## config.mk

```make
export PLATFORM = sky130hd
export DESIGN_NAME = collision_jabber_heartbeat
export DESIGN_NICKNAME = d
export VERILOG_FILES = /design/src/cjh_pkg.sv /design/src/collision_jabber_heartbeat.sv
export VERILOG_INCLUDE_DIRS = /design/src
export SDC_FILE = /design/constraint.sdc
export NUM_CORES = 1
export LEC_CHECK = 0
export BUFFER_PORTS_ARGS = -buffer_cell sky130_fd_sc_hd__buf_2
export CAP_MARGIN = 20
export CORE_ASPECT_RATIO = 1.75
export CORE_UTILIZATION = 55
export DETAILED_ROUTE_END_ITERATION = 8
export PLACE_DENSITY = 0.76
export SYNTH_ARGS = -nofsm -noshare
export SYNTH_HDL_FRONTEND = slang
export SYNTH_SLANG_ARGS = --single-unit
export TNS_END_PERCENT = 50
```

## constraint.sdc

```tcl
create_clock -name clock_in -period 2.6 [get_ports clock_in]
set_input_delay 0.13 -clock clock_in [delete_from_list [all_inputs] [get_ports clock_in]]
set_output_delay 0.13 -clock clock_in [all_outputs]
set_load 0.1 [all_outputs]
```

## src/cjh_map.svh

```systemverilog
// Purpose: constants for the collision, jabber and heartbeat logic
// Assumes: 20 MHz system clock
// Notes:   times in their own unit, counts derived from the clock rate
`ifndef CJH_MAP_SVH
`define CJH_MAP_SVH
`define CLK_HZ              20000000
`define OSC_HZ              10000000
`define JABBER_MS           20
`define JABBER_CYC          ((`JABBER_MS * (`CLK_HZ / 1000)))
`define UNJAB_MS            500
`define UNJAB_CYC           ((`UNJAB_MS * (`CLK_HZ / 1000)))
`define HB_DELAY_NS         1100
`define HB_DELAY_CYC        ((`HB_DELAY_NS * (`CLK_HZ / 1000000)) / 1000)
`define HB_WIDTH_NS         1000
`define HB_WIDTH_CYC        ((`HB_WIDTH_NS * (`CLK_HZ / 1000000)) / 1000)
`define BIT_NS              100
`define EOT_NS              (2 * `BIT_NS)
`define EOT_CYC             ((`EOT_NS * (`CLK_HZ / 1000000)) / 1000)
`define GLITCH_NS           20
`define GLITCH_CYC          (((`GLITCH_NS * (`CLK_HZ / 1000000)) + 999) / 1000)
`define OSC_HALF_CYC        (`CLK_HZ / (2 * `OSC_HZ))
`endif

```

## src/cjh_pkg.sv

```systemverilog
// Purpose: types for the collision, jabber and heartbeat logic
// Assumes: nothing
// Notes:   none
package cjh_pkg;
    typedef enum logic [1:0] {
        idle_st   = 2'b00,
        active_st = 2'b01,
        jabber_st = 2'b10,
        unjab_st  = 2'b11
    } tx_state_e;

    typedef struct packed {
        logic collision;
        logic jabber;
        logic heartbeat;
    } cause_s;
endpackage

```

## src/collision_jabber_heartbeat.sv

```systemverilog
// Purpose: collision indication, jabber cut-off and heartbeat timing
// Assumes: 20 MHz clock; inputs from pins are digital levels; oscillator
//          is modelled as a 10 MHz toggle derived from the clock
// Notes:   long counts are parameters so simulation can shorten them
`timescale 1ns/1ps
`include "cjh_map.svh"
module collision_jabber_heartbeat
    import cjh_pkg::*;
#(
    parameter int JABBER_CYC = `JABBER_CYC,
    parameter int UNJAB_CYC  = `UNJAB_CYC
) (
    input  wire logic clock_in,
    input  wire logic rst_in,
    input  wire logic tx_data_in,
    input  wire logic tx_squelch_ok_in,
    input  wire logic collision_level_in,
    input  wire logic heartbeat_strap_in,
    output logic      cable_transmit_output_out,
    output logic      cable_transmit_enable_out,
    output logic      collision_indication_pos_out,
    output logic      collision_indication_neg_out,
    output cause_s    cause_out
);
    localparam int CW = 25;
    localparam logic [CW-1:0] JAB_LIM   = CW'(JABBER_CYC);
    localparam logic [CW-1:0] UNJAB_LIM = CW'(UNJAB_CYC);
    localparam logic [7:0] GLITCH_LIM = 8'(`GLITCH_CYC);
    localparam logic [7:0] EOT_LIM    = 8'(`EOT_CYC);
    localparam logic [7:0] HB_D_LIM   = 8'(`HB_DELAY_CYC);
    localparam logic [7:0] HB_W_LIM   = 8'(`HB_WIDTH_CYC);

    // two-stage synchronisers for pin inputs
    logic [1:0] s_tx, s_sq, s_col, s_hb;
    logic [1:0] next_s_tx, next_s_sq, next_s_col, next_s_hb;
    logic tx_q, tx_ok, col_q, hb_en;
    logic tx_prev, next_tx_prev;
    logic [7:0] width_cnt, next_width_cnt;
    logic [7:0] eot_cnt, next_eot_cnt;
    logic valid, next_valid;
    tx_state_e state, next_state;
    logic [CW-1:0] tcnt, next_tcnt;
    logic [7:0] hb_cnt, next_hb_cnt;
    logic hb_wait, next_hb_wait;
    logic hb_win, next_hb_win;
    logic osc, next_osc;
    logic coll_en;
    logic next_tx_line, next_txe, next_cdp, next_cdn;
    logic tx_line, txe, cdp, cdn;
    cause_s next_cause, cause;

    assign tx_q  = s_tx[1];
    assign tx_ok = s_sq[1];
    assign col_q = s_col[1];
    assign hb_en = s_hb[1];

    always_comb begin
        next_s_tx  = {s_tx[0], tx_data_in};
        next_s_sq  = {s_sq[0], tx_squelch_ok_in};
        next_s_col = {s_col[0], collision_level_in};
        next_s_hb  = {s_hb[0], heartbeat_strap_in};
        next_tx_prev = tx_q;
        next_width_cnt = width_cnt;
        next_eot_cnt = eot_cnt;
        next_valid = valid;
        // run length of the current level; a fresh level counts as one sample,
        // so every sampled change of level qualifies once, and so does any spike that a sample catches
        if (!tx_ok) begin
            next_width_cnt = 8'h00;
        end else if (tx_q != tx_prev) begin
            next_width_cnt = 8'h01;
        end else if (width_cnt != 8'hff) begin
            next_width_cnt = width_cnt + 8'h01;
        end
        if (tx_ok && width_cnt == GLITCH_LIM) begin
            next_valid   = 1'b1;
            next_eot_cnt = 8'h00;
        end else if (valid) begin
            if (eot_cnt >= EOT_LIM) begin
                next_valid = 1'b0;
            end else begin
                next_eot_cnt = eot_cnt + 8'h01;
            end
        end
    end

    always_comb begin
        next_state = state;
        next_tcnt  = tcnt;
        case (state)
            idle_st: begin
                next_tcnt = '0;
                if (valid) begin
                    next_state = active_st;
                end
            end
            active_st: begin
                next_tcnt = tcnt + CW'(1);
                if (!valid) begin
                    next_state = idle_st;
                end else if (tcnt >= JAB_LIM) begin
                    next_state = jabber_st;
                    next_tcnt  = '0;
                end
            end
            jabber_st: begin
                next_tcnt = '0;
                if (!valid) begin
                    next_state = unjab_st;
                end
            end
            unjab_st: begin
                // further data during this period restarts the wait
                next_tcnt = valid ? '0 : tcnt + CW'(1);
                if (!valid && tcnt >= UNJAB_LIM - CW'(1)) begin
                    next_state = idle_st;
                    next_tcnt  = '0;
                end
            end
            default: begin
                next_state = idle_st;
                next_tcnt  = '0;
            end
        endcase
    end

    always_comb begin
        next_hb_cnt  = hb_cnt;
        next_hb_wait = hb_wait;
        next_hb_win  = hb_win;
        if (state == active_st && !valid) begin
            next_hb_wait = hb_en;
            next_hb_win  = 1'b0;
            next_hb_cnt  = 8'h00;
        end else if (hb_wait) begin
            next_hb_cnt = hb_cnt + 8'h01;
            if (hb_cnt >= HB_D_LIM - 8'h01) begin
                next_hb_wait = 1'b0;
                next_hb_win  = 1'b1;
                next_hb_cnt  = 8'h00;
            end
        end else if (hb_win) begin
            next_hb_cnt = hb_cnt + 8'h01;
            if (hb_cnt >= HB_W_LIM - 8'h01) begin
                next_hb_win = 1'b0;
                next_hb_cnt = 8'h00;
            end
        end
    end

    always_comb begin
        next_cause.collision = col_q;
        next_cause.jabber    = (state == jabber_st) || (state == unjab_st);
        next_cause.heartbeat = hb_win;
        coll_en = cause.collision | cause.jabber | cause.heartbeat;
        next_osc = (`OSC_HALF_CYC == 1) ? ~osc : osc;
        next_cdp = coll_en ? osc : 1'b0;
        next_cdn = coll_en ? ~osc : 1'b0;
        next_txe = valid && tx_ok && !next_cause.jabber;
        next_tx_line = next_txe ? tx_q : 1'b0;
    end

    always_ff @(posedge clock_in or posedge rst_in) begin
        if (rst_in) begin
            s_tx <= 2'h0; s_sq <= 2'h0; s_col <= 2'h0; s_hb <= 2'h0;
            tx_prev <= 1'b0;
            width_cnt <= 8'h00;
            eot_cnt <= 8'h00;
            valid <= 1'b0;
            state <= idle_st;
            tcnt <= '0;
            hb_cnt <= 8'h00;
            hb_wait <= 1'b0;
            hb_win <= 1'b0;
            osc <= 1'b0;
            cause <= '0;
            tx_line <= 1'b0;
            txe <= 1'b0;
            cdp <= 1'b0;
            cdn <= 1'b0;
        end else begin
            s_tx <= next_s_tx; s_sq <= next_s_sq; s_col <= next_s_col; s_hb <= next_s_hb;
            tx_prev <= next_tx_prev;
            width_cnt <= next_width_cnt;
            eot_cnt <= next_eot_cnt;
            valid <= next_valid;
            state <= next_state;
            tcnt <= next_tcnt;
            hb_cnt <= next_hb_cnt;
            hb_wait <= next_hb_wait;
            hb_win <= next_hb_win;
            osc <= next_osc;
            cause <= next_cause;
            tx_line <= next_tx_line;
            txe <= next_txe;
            cdp <= next_cdp;
            cdn <= next_cdn;
        end
    end

    assign cable_transmit_output_out    = tx_line;
    assign cable_transmit_enable_out    = txe;
    assign collision_indication_pos_out = cdp;
    assign collision_indication_neg_out = cdn;
    assign cause_out                    = cause;

    idle_zero_a: assert property (@(posedge clock_in) disable iff (rst_in)
        !coll_en |=> (!cdp && !cdn)) else $error("collision pair not quiet");
    osc_toggle_a: assert property (@(posedge clock_in) disable iff (rst_in)
        (coll_en && $past(coll_en)) |=> (cdp != $past(cdp))) else $error("collision pair not toggling");
    cause_or_a: assert property (@(posedge clock_in) disable iff (rst_in)
        cause.jabber |=> (cdp || cdn)) else $error("jabber not signalled");
    col_follow_a: assert property (@(posedge clock_in) disable iff (rst_in)
        col_q |=> cause.collision) else $error("collision level not followed");
    jab_cut_a: assert property (@(posedge clock_in) disable iff (rst_in)
        (state == jabber_st) |=> !txe) else $error("transmitter on in jabber");
    jab_start_a: assert property (@(posedge clock_in) disable iff (rst_in)
        (state == idle_st && valid) |=> (state == active_st)) else $error("jabber timer not started");
    unjab_end_a: assert property (@(posedge clock_in) disable iff (rst_in)
        (state == unjab_st && !valid && tcnt == UNJAB_LIM - CW'(1)) |=> (state == idle_st))
        else $error("jabber latch not released");
    hb_strap_a: assert property (@(posedge clock_in) disable iff (rst_in)
        (state == active_st && !valid && !hb_en) |=> !hb_wait) else $error("heartbeat not suppressed");
    hb_delay_a: assert property (@(posedge clock_in) disable iff (rst_in)
        $rose(hb_wait) |-> !hb_win ##22 hb_win) else $error("heartbeat delay wrong");
    hb_excl_a: assert property (@(posedge clock_in) disable iff (rst_in)
        hb_wait |-> !hb_win) else $error("heartbeat window during delay");
    squelch_a: assert property (@(posedge clock_in) disable iff (rst_in)
        !tx_ok |=> !txe) else $error("unqualified data transmitted");
    eot_a: assert property (@(posedge clock_in) disable iff (rst_in)
        (valid && eot_cnt >= EOT_LIM && !(tx_ok && width_cnt == GLITCH_LIM)) |=> !valid)
        else $error("end of transmission missed");

    hb_seen_c: cover property (@(posedge clock_in) disable iff (rst_in) $rose(hb_win));
    jab_seen_c: cover property (@(posedge clock_in) disable iff (rst_in) state == jabber_st);
    col_seen_c: cover property (@(posedge clock_in) disable iff (rst_in) $rose(cause.collision));
endmodule // collision_jabber_heartbeat

```

==> reports/qor.txt, run 1 <==
Post-synth top flop - dfrtp_1
RSZ-0062 raised after global routing - false
Die W - 60.4 um
Setup Buffers After CTS - 0
period utilization - 80.1%
Distinct cells, synth - 47
Die Height - 104 um
port buffer count - 12
WHS Path Cells - 0
Synth async-reset ratio - 100%
share of post-route cells with drive strength above 1 - 10.7%
Fmax - 0.480 GHz
r2r worst-path depth - 6
Mapped Area - 0.00328 mm2
Nets - 355
Hold Path End - s_tx[1]
final setup vio count - 0
sequential fraction of the synthesis area - 54.2%
final wirelength - 6040 um
H-tree level count - 3
mean routed wirelength per cell - 14.3 um
Initial DRC Count - 142
grt total ovfl - 0
initial core utilization - 57.8%
vias in the first global route - 2335
Crit Path Class - flop to flop
Slew Limit Fails - 0
Detail Placement HPWL - 4060 um
Post-Synthesis Cells - 317
post-DR vias/cell - 5.62
final setup skew - 0.00794 ns
fillers - 491
post_cts resized - 0
clock latency on the worst-skew pair - 0.34 ns
metal3 WL - 174 um
Max FO, Critical Path - 25
area of the multi-input gates - 0.00139 mm2
worst vdd ir - 0.529 mV
overall routing resource usage - 21.6%
Fin. Hold Viols - 0
register area - 0.00178 mm2
slew margin rel. - 53.9%
commonest cells after routing, fill and taps aside - dfrtp_1, nor2_1, nand2_1
WL met2 - 3250 um
largest net degree at the start of global routing - 40
Critical Path RT - 2.87 ns
top cells by area, synth - dfrtp_1, nor2_1, xnor2_1
clock tree buffer depth - 2
setup TNS - 0 ns
initial antenna violation count - 0
Detailed Routing Iterations Pass 1 - 5
cts bufs inserted - 9
Hold Crit Class - flop to flop
EDFF count, synth - 0
die area - 0.00629 mm2
Reg2Reg Setup Slack - 0.52 ns
Met1 Routed Length - 2490 um
FP Rows - 36
first-pass GRT wire length - 10100 um
commonest non-fill, non-tap cell in the layout - dfrtp_1
synthesis-to-finish area growth - 11.6%
post-route minimum period - 2.08 ns
Synth top area share - 54.2%
Reg2Reg Capture Point - tcnt[6]
Setup crit end kind - flop
ant diodes - 0
Synth Area per Inst - 10.3 um2
DRC Markers - 0
I/O pin count - 13
pin slew with the least headroom to its limit - 0.686 ns
post-layout util - 64.5%
# Max-Cap Violations - 0
dpl ws - 0.505 ns
Final WS setup - 0.517 ns
top sig layer - met4
arrival time worst endpoint - 2.35 ns
Lkg Pwr - 1.69 nW
gpl congestion - 0.835
core box area - 0.00568 mm2
Synth warnings - 0
CP startpoint kind - flop
Critical R2R Launch - tcnt[0]
FF+latch count, synth - 71
Hold Crit Start - s_tx[0]
Hold Slack - 0.343 ns
via count - 2364
Reg clk slew, reported paths - 0.08 ns
syn_nets - 332
CTS tree - yes
Final ANT Viol Nets - 0
status - finished clean
clock root buffer master - clkbuf_8
P per Cell Area - 776 mW/mm2
dominant cell type by area after synthesis - dfrtp_1
CTS sink count - 71
worst max-delay path, stage by stage (launching register included):
cell      delay [ns]
dfrtp_1         0.45
ha_1            0.30
a21o_1          0.17
a311oi_1        0.31
nor4b_2         0.10
o32a_4          0.49
nor2_1          0.16
state kept, by name (all words and copies together), names as in the netlist, 2 cells and up, named ones only:
register	flops
hb_cnt	8
cause_out	3
eot_cnt	8
s_sq	2
tcnt	25
width_cnt	8
s_hb	2
s_tx	2
s_col	2
cells by family after synthesis:
family | count (synthesis) | synth area share [%]
flops | 71 | 54.2
xor+xnor | 29 | 7.74
simple gates | 140 | 22.0
mux | 1 | 0.305
fa+ha+maj | 9 | 3.43
compound gates | 42 | 9.00
buf+inv | 25 | 3.39
metrics by stage:
| step | cells | total power [mW] | instance area (um2) |
|---|---|---|---|
| floorplan | 317 | 1.90 | 3280 |
| global placement | 400 | 1.99 | 3420 |
| detailed placement | 400 | 2.01 | 3420 |
| CTS | 421 | 2.86 | 3660 |
| global route | 421 | 3.00 | 3660 |
| finish | 421 | 2.84 | 3660 |
final cells by class:
class / count / share of cell area [%]
flip-flops and latches: 71 / 48.5
multi-input cells: 221 / 38.1
clock inverters: 4 / 0.786
inverters: 19 / 1.95
clock buffers: 12 / 4.51
well taps: 76 / 2.60
repair buffers: 18 / 3.56
repair_timing:
action	CTS	global route
setup endpoints to repair	0	0
endpoints found under the hold margin	36	0
hold buffers	5	0
power by group:
group	switching [mW]	internal (mW)	total, mW
sequential	0.126	1.22	1.35
combinational	0.430	0.224	0.655
clock	0.414	0.424	0.838
routing by layer:
| metal | vias to the layer above | global-route usage (%) |
|---|---|---|
| met5 | - | 0 |
| met3 | 9 | 5.72 |
| met1 | 1160 | 24.3 |
| met4 | 0 | 10.8 |
| met2 | 47 | 36.0 |
| li1 | 1148 | - |
synthesized netlist by cell type, drive strengths merged, types with 9 or more instances:
library cell and n:
a21oi 9, dfrtp 71, ha 9, inv 19, nand2 19, nand3 18
nand4 10, nor2 42, nor3 12, nor4 10, xnor2 16, xor2 13
worst max path at each step:
stage                 start         to
finish              tcnt[0]    tcnt[6]
global route        tcnt[0]    tcnt[6]
CTS                 tcnt[0]    tcnt[6]
detailed placement  tcnt[0]    tcnt[6]
global placement    tcnt[0]   tcnt[24]
floorplan            rst_in  async pin
(Power assumes the default switching activity.)
==> run 2, diff against run 1 <==
--- a/config.mk
+++ b/config.mk
@@ -6,12 +6,13 @@
 export SDC_FILE = /design/constraint.sdc
 export NUM_CORES = 1
 export LEC_CHECK = 0
+export ABC_AREA = 1
 export BUFFER_PORTS_ARGS = -buffer_cell sky130_fd_sc_hd__buf_2
 export CAP_MARGIN = 20
 export CORE_ASPECT_RATIO = 1.75
 export CORE_UTILIZATION = 55
 export DETAILED_ROUTE_END_ITERATION = 8
-export PLACE_DENSITY = 0.76
+export PLACE_DENSITY = 0.79
 export SYNTH_ARGS = -nofsm -noshare
 export SYNTH_HDL_FRONTEND = slang
 export SYNTH_SLANG_ARGS = --single-unit
==> constraint.sdc (replaced) <==
create_clock -name clock_in -period 1.7 [get_ports clock_in]
set_input_delay 0.085 -clock clock_in [delete_from_list [all_inputs] [get_ports clock_in]]
set_output_delay 0.085 -clock clock_in [all_outputs]
set_load 0.1 [all_outputs]
==> reports/qor.txt, run 2 <==
status - finished with violations (was finished clean)
failing checks - negative setup slack
Setup crit end kind - flop (unchanged)
top-count cell post-synth - nand2_1 (was dfrtp_1)
worst-path cell chain - nand2_1 -> nor2_1 -> buf_4 -> nand2_1 -> nor2_1 -> nand2_1 -> nand2_1 -> nand2_1 -> nor2_1 -> nand3_1 -> nand2_1 (was ha_1 -> a21o_1 -> a311oi_1 -> nor4b_2 -> o32a_4 -> nor2_1)
CP Buf/Inv Count - 1 (was 0)
core box area - 0.00696 mm2 (was 0.00568 mm2)
worst vdd ir - 0.973 mV (was 0.529 mV)
arrival time worst endpoint - 2.02 ns (was 2.35 ns)
# Max-Cap Violations - 0 (unchanged)
Detail Placement HPWL - 7140 um (was 4060 um)
port buffer count - 12 (unchanged)
Die W - 66.6 um (was 60.4 um)
FF+latch count, synth - 71 (unchanged)
Initial DRC Count - 194 (was 142)
Final WS setup - -0.0496 ns (was 0.517 ns)
post-layout util - 71.1% (was 64.5%)
post-DR vias/cell - 5.49 (was 5.62)
Distinct cells, synth - 34 (was 47)
ant diodes - 0 (unchanged)
Final Non-Filler Cells - 683 (was 421)
most frequent CP cell - nand2_1
Lkg Pwr - 2.45 nW (was 1.69 nW)
syn_nets - 559 (was 332)
dominant cell type by area after synthesis - dfrtp_1 (unchanged)
CTS sink count - 71 (unchanged)
CP startpoint - tcnt[11] (was tcnt[0])
I/O pin count - 13 (unchanged)
clock latency on the worst-skew pair - 0.34 ns (about the same)
final setup skew - 0.00795 ns (was 0.00794 ns)
Hold Crit Start - s_hb[0] (was s_tx[0])
Crit Path Class - flop to flop (unchanged)
vias in the first global route - 3782 (was 2335)
slew margin rel. - 59.4% (was 53.9%)
grt total ovfl - 0 (unchanged)
initial core utilization - 57.8% (about the same)
Critical R2R Launch - tcnt[11] (was tcnt[0])
Post-synth top flop - dfrtp_1 (unchanged)
commonest non-fill, non-tap cell in the layout - nand2_1 (was dfrtp_1)
share of post-route cells with drive strength above 1 - 22.2% (was 10.7%)
Reg clk slew, reported paths - 0.06 ns (was 0.08 ns)
FP Rows - 40 (was 36)
commonest cells after routing, fill and taps aside - nand2_1, nor2_1, dfrtp_1 (was dfrtp_1, nor2_1, nand2_1)
Fin. Hold Viols - 0 (unchanged)
clock tree buffer depth - 2 (unchanged)
H-tree level count - 3 (unchanged)
CP Depth - 11 (was 6)
Synth warnings - 0 (unchanged)
Largest register FFs - 25 (unchanged)
dpl ws - -0.0645 ns (was 0.505 ns)
sequential fraction of the synthesis area - 44.2% (was 54.2%)
Synth Area in XOR/XNOR - 4.57% (was 7.74%)
top post-synthesis cells by count - nand2_1, nor2_1, dfrtp_1 (was dfrtp_1, nor2_1, inv_1, nand2_1, nand3_1)
Die Height - 115 um (was 104 um)
initial antenna violation count - 0 (unchanged)
period utilization - 103% (was 80.1%)
Critical Path RT - 1.97 ns (was 2.87 ns)
Crit path max-delay family - simple AND/OR/NAND/NOR gates (was compound AO/OA/AOI/OAI gates)
P per Cell Area - 1040 mW/mm2 (was 776 mW/mm2)
adder-cell area share of the yosys netlist - 2.80% (was 3.43%)
r2r worst-path depth - 11 (was 6)
largest net degree at the start of global routing - 42 (was 40)
EDFF count, synth - 0 (unchanged)
overall routing resource usage - 29.6% (was 21.6%)
WHS Path Cells - 0 (unchanged)
Detailed Routing Iterations Pass 1 - 4 (was 5)
die area - 0.00767 mm2 (was 0.00629 mm2)
cts bufs inserted - 9 (unchanged)
DRC Markers - 0 (unchanged)
first-pass GRT wire length - 16700 um (was 10100 um)
RSZ-0062 raised after global routing - true (was false)
slowest CP cell - dfrtp_1 (was o32a_4)
dpl cells - 652 (was 400)
Final ANT Viol Nets - 0 (unchanged)
Max FO, Critical Path - 5 (was 25)
Slew Limit Fails - 0 (unchanged)
main combinational cell family by area after synthesis - simple AND/OR/NAND/NOR gates (unchanged)
Nets - 610 (was 355)
post-route minimum period - 1.75 ns (was 2.08 ns)
largest register by flop count - tcnt (unchanged)
area of the multi-input gates - 0.00207 mm2 (was 0.00139 mm2)
Synth async-reset ratio - 100% (unchanged)
simple-gate share of the synthesized area - 33.7% (was 22.0%)
pin slew with the least headroom to its limit - 0.608 ns (was 0.686 ns)
final setup vio count - 5 (was 0)
post-synthesis mux area share - 0% (was 0.305%)
final wirelength - 10500 um (was 6040 um)
Synth Area per Inst - 7.39 um2 (was 10.3 um2)
complex-gate fraction of the synthesized area - 6.50% (was 9.00%)
top cells by area, synth - dfrtp_1, nand2_1, nor2_1 (was dfrtp_1, nor2_1, xnor2_1)
synthesis-to-finish area growth - 23.0% (was 11.6%)
gpl congestion - 0.960 (was 0.835)
Synth top area share - 44.2% (was 54.2%)
CP max stage delay - 0.42 ns (was 0.49 ns)
Post-Synthesis Cells - 544 (was 317)
Mapped Area - 0.00402 mm2 (was 0.00328 mm2)
CTS tree - yes (unchanged)
mean routed wirelength per cell - 15.3 um (was 14.3 um)
clock root buffer master - clkbuf_16 (was clkbuf_8)
via count - 3747 (was 2364)
register area - 0.00179 mm2 (was 0.00178 mm2)
Hold Crit Class - flop to flop (unchanged)
Fmax - 0.572 GHz (was 0.480 GHz)
setup TNS - -0.0716 ns (was 0 ns)
CP startpoint kind - flop (unchanged)
fillers - 512 (was 491)
[run 2: cell count changes in the layout (fill, tap and decap cells not counted), sizes merged, moves of 8 or more]
| cell | before | now |
|---|---|---|
| buf | 13 | 49 |
| nand2 | 19 | 143 |
| and2 | 8 | 0 |
| inv | 19 | 66 |
| a21oi | 9 | 26 |
| xnor2 | 16 | 3 |
| nor2 | 42 | 99 |
| nor4 | 10 | 2 |
| nand3 | 18 | 50 |
[run 2: worst paths after layout]
| path | end | slack (ns) |
|---|---|---|
| worst max register to register | tcnt[20] | -0.05 |
| worst min register to register | s_hb[1] | 0.35 |
| worst max-delay path | tcnt[20] | -0.05 |
| worst min-delay path | s_hb[1] | 0.35 |
| min in group asynchronous | s_col[1] | 0.39 |
| max in group asynchronous | eot_cnt[2] | 0.67 |
[run 2: repair_timing]
action | 4_1_cts | 5_1_grt
setup buffers | 0 | 10
hold endpoints to repair | 29 | 0
gates resized for setup | 5 | 62
cloned | 0 | 1
endpoints found under the setup margin | 17 | 31
hold buffers | 5 | 0
pin swaps | 0 | 22
[run 2: final cells by class]
cell class                 instances  share of cell area [%]
sequential                        71                    36.2
clock buffer                      12                    4.98
inverter                          67                    5.21
multi-input combinational        391                    41.9
tap                               84                    2.13
timing repair buffer              55                    9.26
clock inverter                     3                   0.405
[run 2: stage by stage]
| stage | hold slack (ns) | power (mW) | area, um2 |
|---|---|---|---|
| global route | 0.350 | 5.39 | 4940 |
| CTS | 0.349 | 5.09 | 4680 |
| global placement | 0.174 | 3.33 | 4350 |
| detailed placement | 0.176 | 3.38 | 4350 |
| floorplan | 0.116 | 3.07 | 4030 |
| finish | 0.349 | 5.13 | 4940 |
[run 2: logic make-up after synthesis]
kind of cell,Yosys count
AOI/OAI and AO/OA,46
adders and majority gates,9
xor gates and xnor gates,21
DFF,71
and+or+nand+nor,315
buffers and inverters,82
[run 2: layer usage]
layer / vias up / GRT usage (%) / wire (um)
li1: 1813 / - / -
met1: 1780 / 30.3 / 3830
met2: 109 / 53.7 / 5750
met3: 45 / 5.06 / 334
met4: 0 / 18.4 / 553
met5: - / 0 / 0
[run 2: power by group]
part,switching [mW],internal (mW)
combinational,1.06,0.372
sequential,0.128,1.88
clock,0.677,1.02
==> run 3, diff against run 2 <==
--- a/config.mk
+++ b/config.mk
@@ -12,7 +12,7 @@
 export CORE_ASPECT_RATIO = 1.75
 export CORE_UTILIZATION = 55
 export DETAILED_ROUTE_END_ITERATION = 8
-export PLACE_DENSITY = 0.79
+export PLACE_DENSITY = 0.81
 export SYNTH_ARGS = -nofsm -noshare
 export SYNTH_HDL_FRONTEND = slang
 export SYNTH_SLANG_ARGS = --single-unit
==> reports/qor.txt, run 3 (synthesized netlist as in run 2, its figures left out) <==
sequential group share of total power - 36.3% (was 39.1%)
Clk network pwr share - 36.8% (was 33.0%)
commonest cells after routing, fill and taps aside - nand2_1, nor2_1, dfrtp_1 (unchanged)
Largest register FFs - 25 (unchanged)
gpl congestion - 0.943 (was 0.960)
clock tree buffer depth - 2 (unchanged)
RSZ-0062 raised after global routing - true (unchanged)
cts bufs inserted - 9 (unchanged)
Fin. Hold Viols - 0 (unchanged)
slowest CP cell - dfrtp_1 (unchanged)
status - finished with violations (unchanged)
Final ANT Viol Nets - 0 (unchanged)
Sw Share - 34.8% (was 36.4%)
port buffer count - 12 (unchanged)
DRC Markers - 0 (unchanged)
H-tree level count - 3 (unchanged)
dpl cells - 653 (was 652)
period utilization - 101% (was 103%)
failing checks - negative setup slack (unchanged)
core box area - 0.00696 mm2 (unchanged)
Detail Placement HPWL - 6990 um (was 7140 um)
die area - 0.00767 mm2 (unchanged)
slew margin rel. - 63.1% (was 59.4%)
commonest non-fill, non-tap cell in the layout - nand2_1 (unchanged)
via count - 3887 (was 3747)
fillers - 493 (was 512)
Critical Path RT - 1.93 ns (was 1.97 ns)
share of post-route cells with drive strength above 1 - 22.1% (was 22.2%)
dpl ws - -0.00231 ns (was -0.0645 ns)
Sw Pwr - 1.92 mW (was 1.87 mW)
overall routing resource usage - 29.0% (was 29.6%)
initial core utilization - 57.8% (unchanged)
CTS sink count - 71 (unchanged)
Setup crit end kind - flop (unchanged)
Final Non-Filler Cells - 690 (was 683)
Max FO, Critical Path - 4 (was 5)
FP Rows - 40 (unchanged)
grt total ovfl - 0 (unchanged)
Crit Path Class - flop to flop (unchanged)
worst-path cell chain - nand2_1 -> nor2_1 -> nand3_1 -> nor2_2 -> xor2_1 -> nor2_1 -> nand3_1 -> nand2_1 (was nand2_1 -> nor2_1 -> buf_4 -> nand2_1 -> nor2_1 -> nand2_1 -> nand2_1 -> nand2_1 -> nor2_1 -> nand3_1 -> nand2_1)
Int Pwr - 3.60 mW (was 3.27 mW)
clock latency on the worst-skew pair - 0.34 ns (about the same)
vias in the first global route - 3655 (was 3782)
Die W - 66.6 um (unchanged)
final setup vio count - 1 (was 5)
Reg2Reg Setup Slack - -0.01 ns (was -0.05 ns)
Initial DRC Count - 234 (was 194)
post-layout util - 72.9% (was 71.1%)
arrival time worst endpoint - 1.94 ns (was 2.02 ns)
worst vdd ir - 1.41 mV (was 0.973 mV)
final wirelength - 11000 um (was 10500 um)
Logic pwr share - 26.9% (was 27.9%)
Slew Limit Fails - 0 (unchanged)
Hold Crit Class - input pin to async pin (was flop to flop)
Fmax - 0.583 GHz (was 0.572 GHz)
final setup skew - 0.00724 ns (was 0.00795 ns)
first-pass GRT wire length - 16200 um (was 16700 um)
setup TNS - -0.0145 ns (was -0.0716 ns)
r2r worst-path depth - 8 (was 11)
# Max-Cap Violations - 0 (unchanged)
initial antenna violation count - 0 (unchanged)
Nets - 616 (was 610)
CTS tree - yes (unchanged)
CP max stage delay - 0.41 ns (was 0.42 ns)
I/O pin count - 13 (unchanged)
P per Cell Area - 1090 mW/mm2 (was 1040 mW/mm2)
largest net degree at the start of global routing - 42 (unchanged)
Reg clk slew, reported paths - 0.06 ns (about the same)
Final WS setup - -0.0145 ns (was -0.0496 ns)
post-route minimum period - 1.71 ns (was 1.75 ns)
largest register by flop count - tcnt (unchanged)
clock root buffer master - clkbuf_16 (unchanged)
pin slew with the least headroom to its limit - 0.552 ns (was 0.608 ns)
mean routed wirelength per cell - 15.9 um (was 15.3 um)
post-DR vias/cell - 5.63 (was 5.49)
ant diodes - 0 (unchanged)
Detailed Routing Iterations Pass 1 - 5 (was 4)
Die Height - 115 um (unchanged)
CP startpoint kind - flop (unchanged)
Lkg Pwr - 2.51 nW (was 2.45 nW)
synthesis-to-finish area growth - 26.1% (was 23.0%)
-- run 3: final cells by class --
| class | instances | area [um2] | area share, % |
|---|---|---|---|
| flip-flops and latches | 71 | 1790 | 35.2 |
| clock inverters | 5 | 81.3 | 1.60 |
| repair buffers | 61 | 537 | 10.6 |
| inverters | 67 | 258 | 5.08 |
| multi-input cells | 391 | 2060 | 40.6 |
| clock buffers | 11 | 243 | 4.79 |
| well taps | 84 | 105 | 2.07 |
-- run 3: critical path, delay by kind of cell, from the launching register on --
family / cells / cell delay [ns]
DFF: 1 / 0.41
xor gates and xnor gates: 1 / 0.21
and+or+nand+nor: 7 / 0.99
-- run 3: metal layers --
metal  vias to the layer above  global-route usage, %  routed length, um
met1                      1851                   29.8               3890
met5                         -                      0                  0
met2                       146                   52.2               5840
met4                         0                   20.1                789
met3                        57                   3.67                445
li1                       1833                      -                  -
-- run 3: what timing repair did --
action / 4_1_cts / 5_1_grt
buffers inserted: 0 / 13
endpoints found under the hold margin: 27 / 0
hold buffers: 5 / 0
pin swaps: 0 / 17
endpoints found under the setup margin: 8 / 33
gates resized for setup: 3 / 55
gates cloned: 0 / 3
-- run 3: metrics by stage --
step / hold WS [ns] / total power [mW] / instance area, um2
floorplan: 0.116 / 3.07 / 4030
global placement: 0.161 / 3.34 / 4370
detailed placement: 0.170 / 3.41 / 4370
CTS: 0.354 / 5.47 / 4750
global route: 0.365 / 5.76 / 5070
finish: 0.346 / 5.52 / 5070
-- run 3: path summary, 6_finish.rpt --
path / startpoint / end
max in group asynchronous: rst_in / cable_transmit_enable_out
worst min-delay path: rst_in / hb_wait
worst max register to register: tcnt[7] / tcnt[17]
worst min register to register: s_sq[0] / s_sq[1]
worst max-delay path: tcnt[7] / tcnt[17]
min in group clock_in: s_sq[0] / s_sq[1]
-- run 3: power by group through the flow --
stage	clock (mW)	combinational (mW)	sequential, mW
finish	2.03	1.48	2.01
CTS	2.05	1.41	2.01
floorplan	0	0.850	2.22
global placement	0	1.32	2.02
detailed placement	0	1.38	2.03
global route	2.12	1.62	2.02
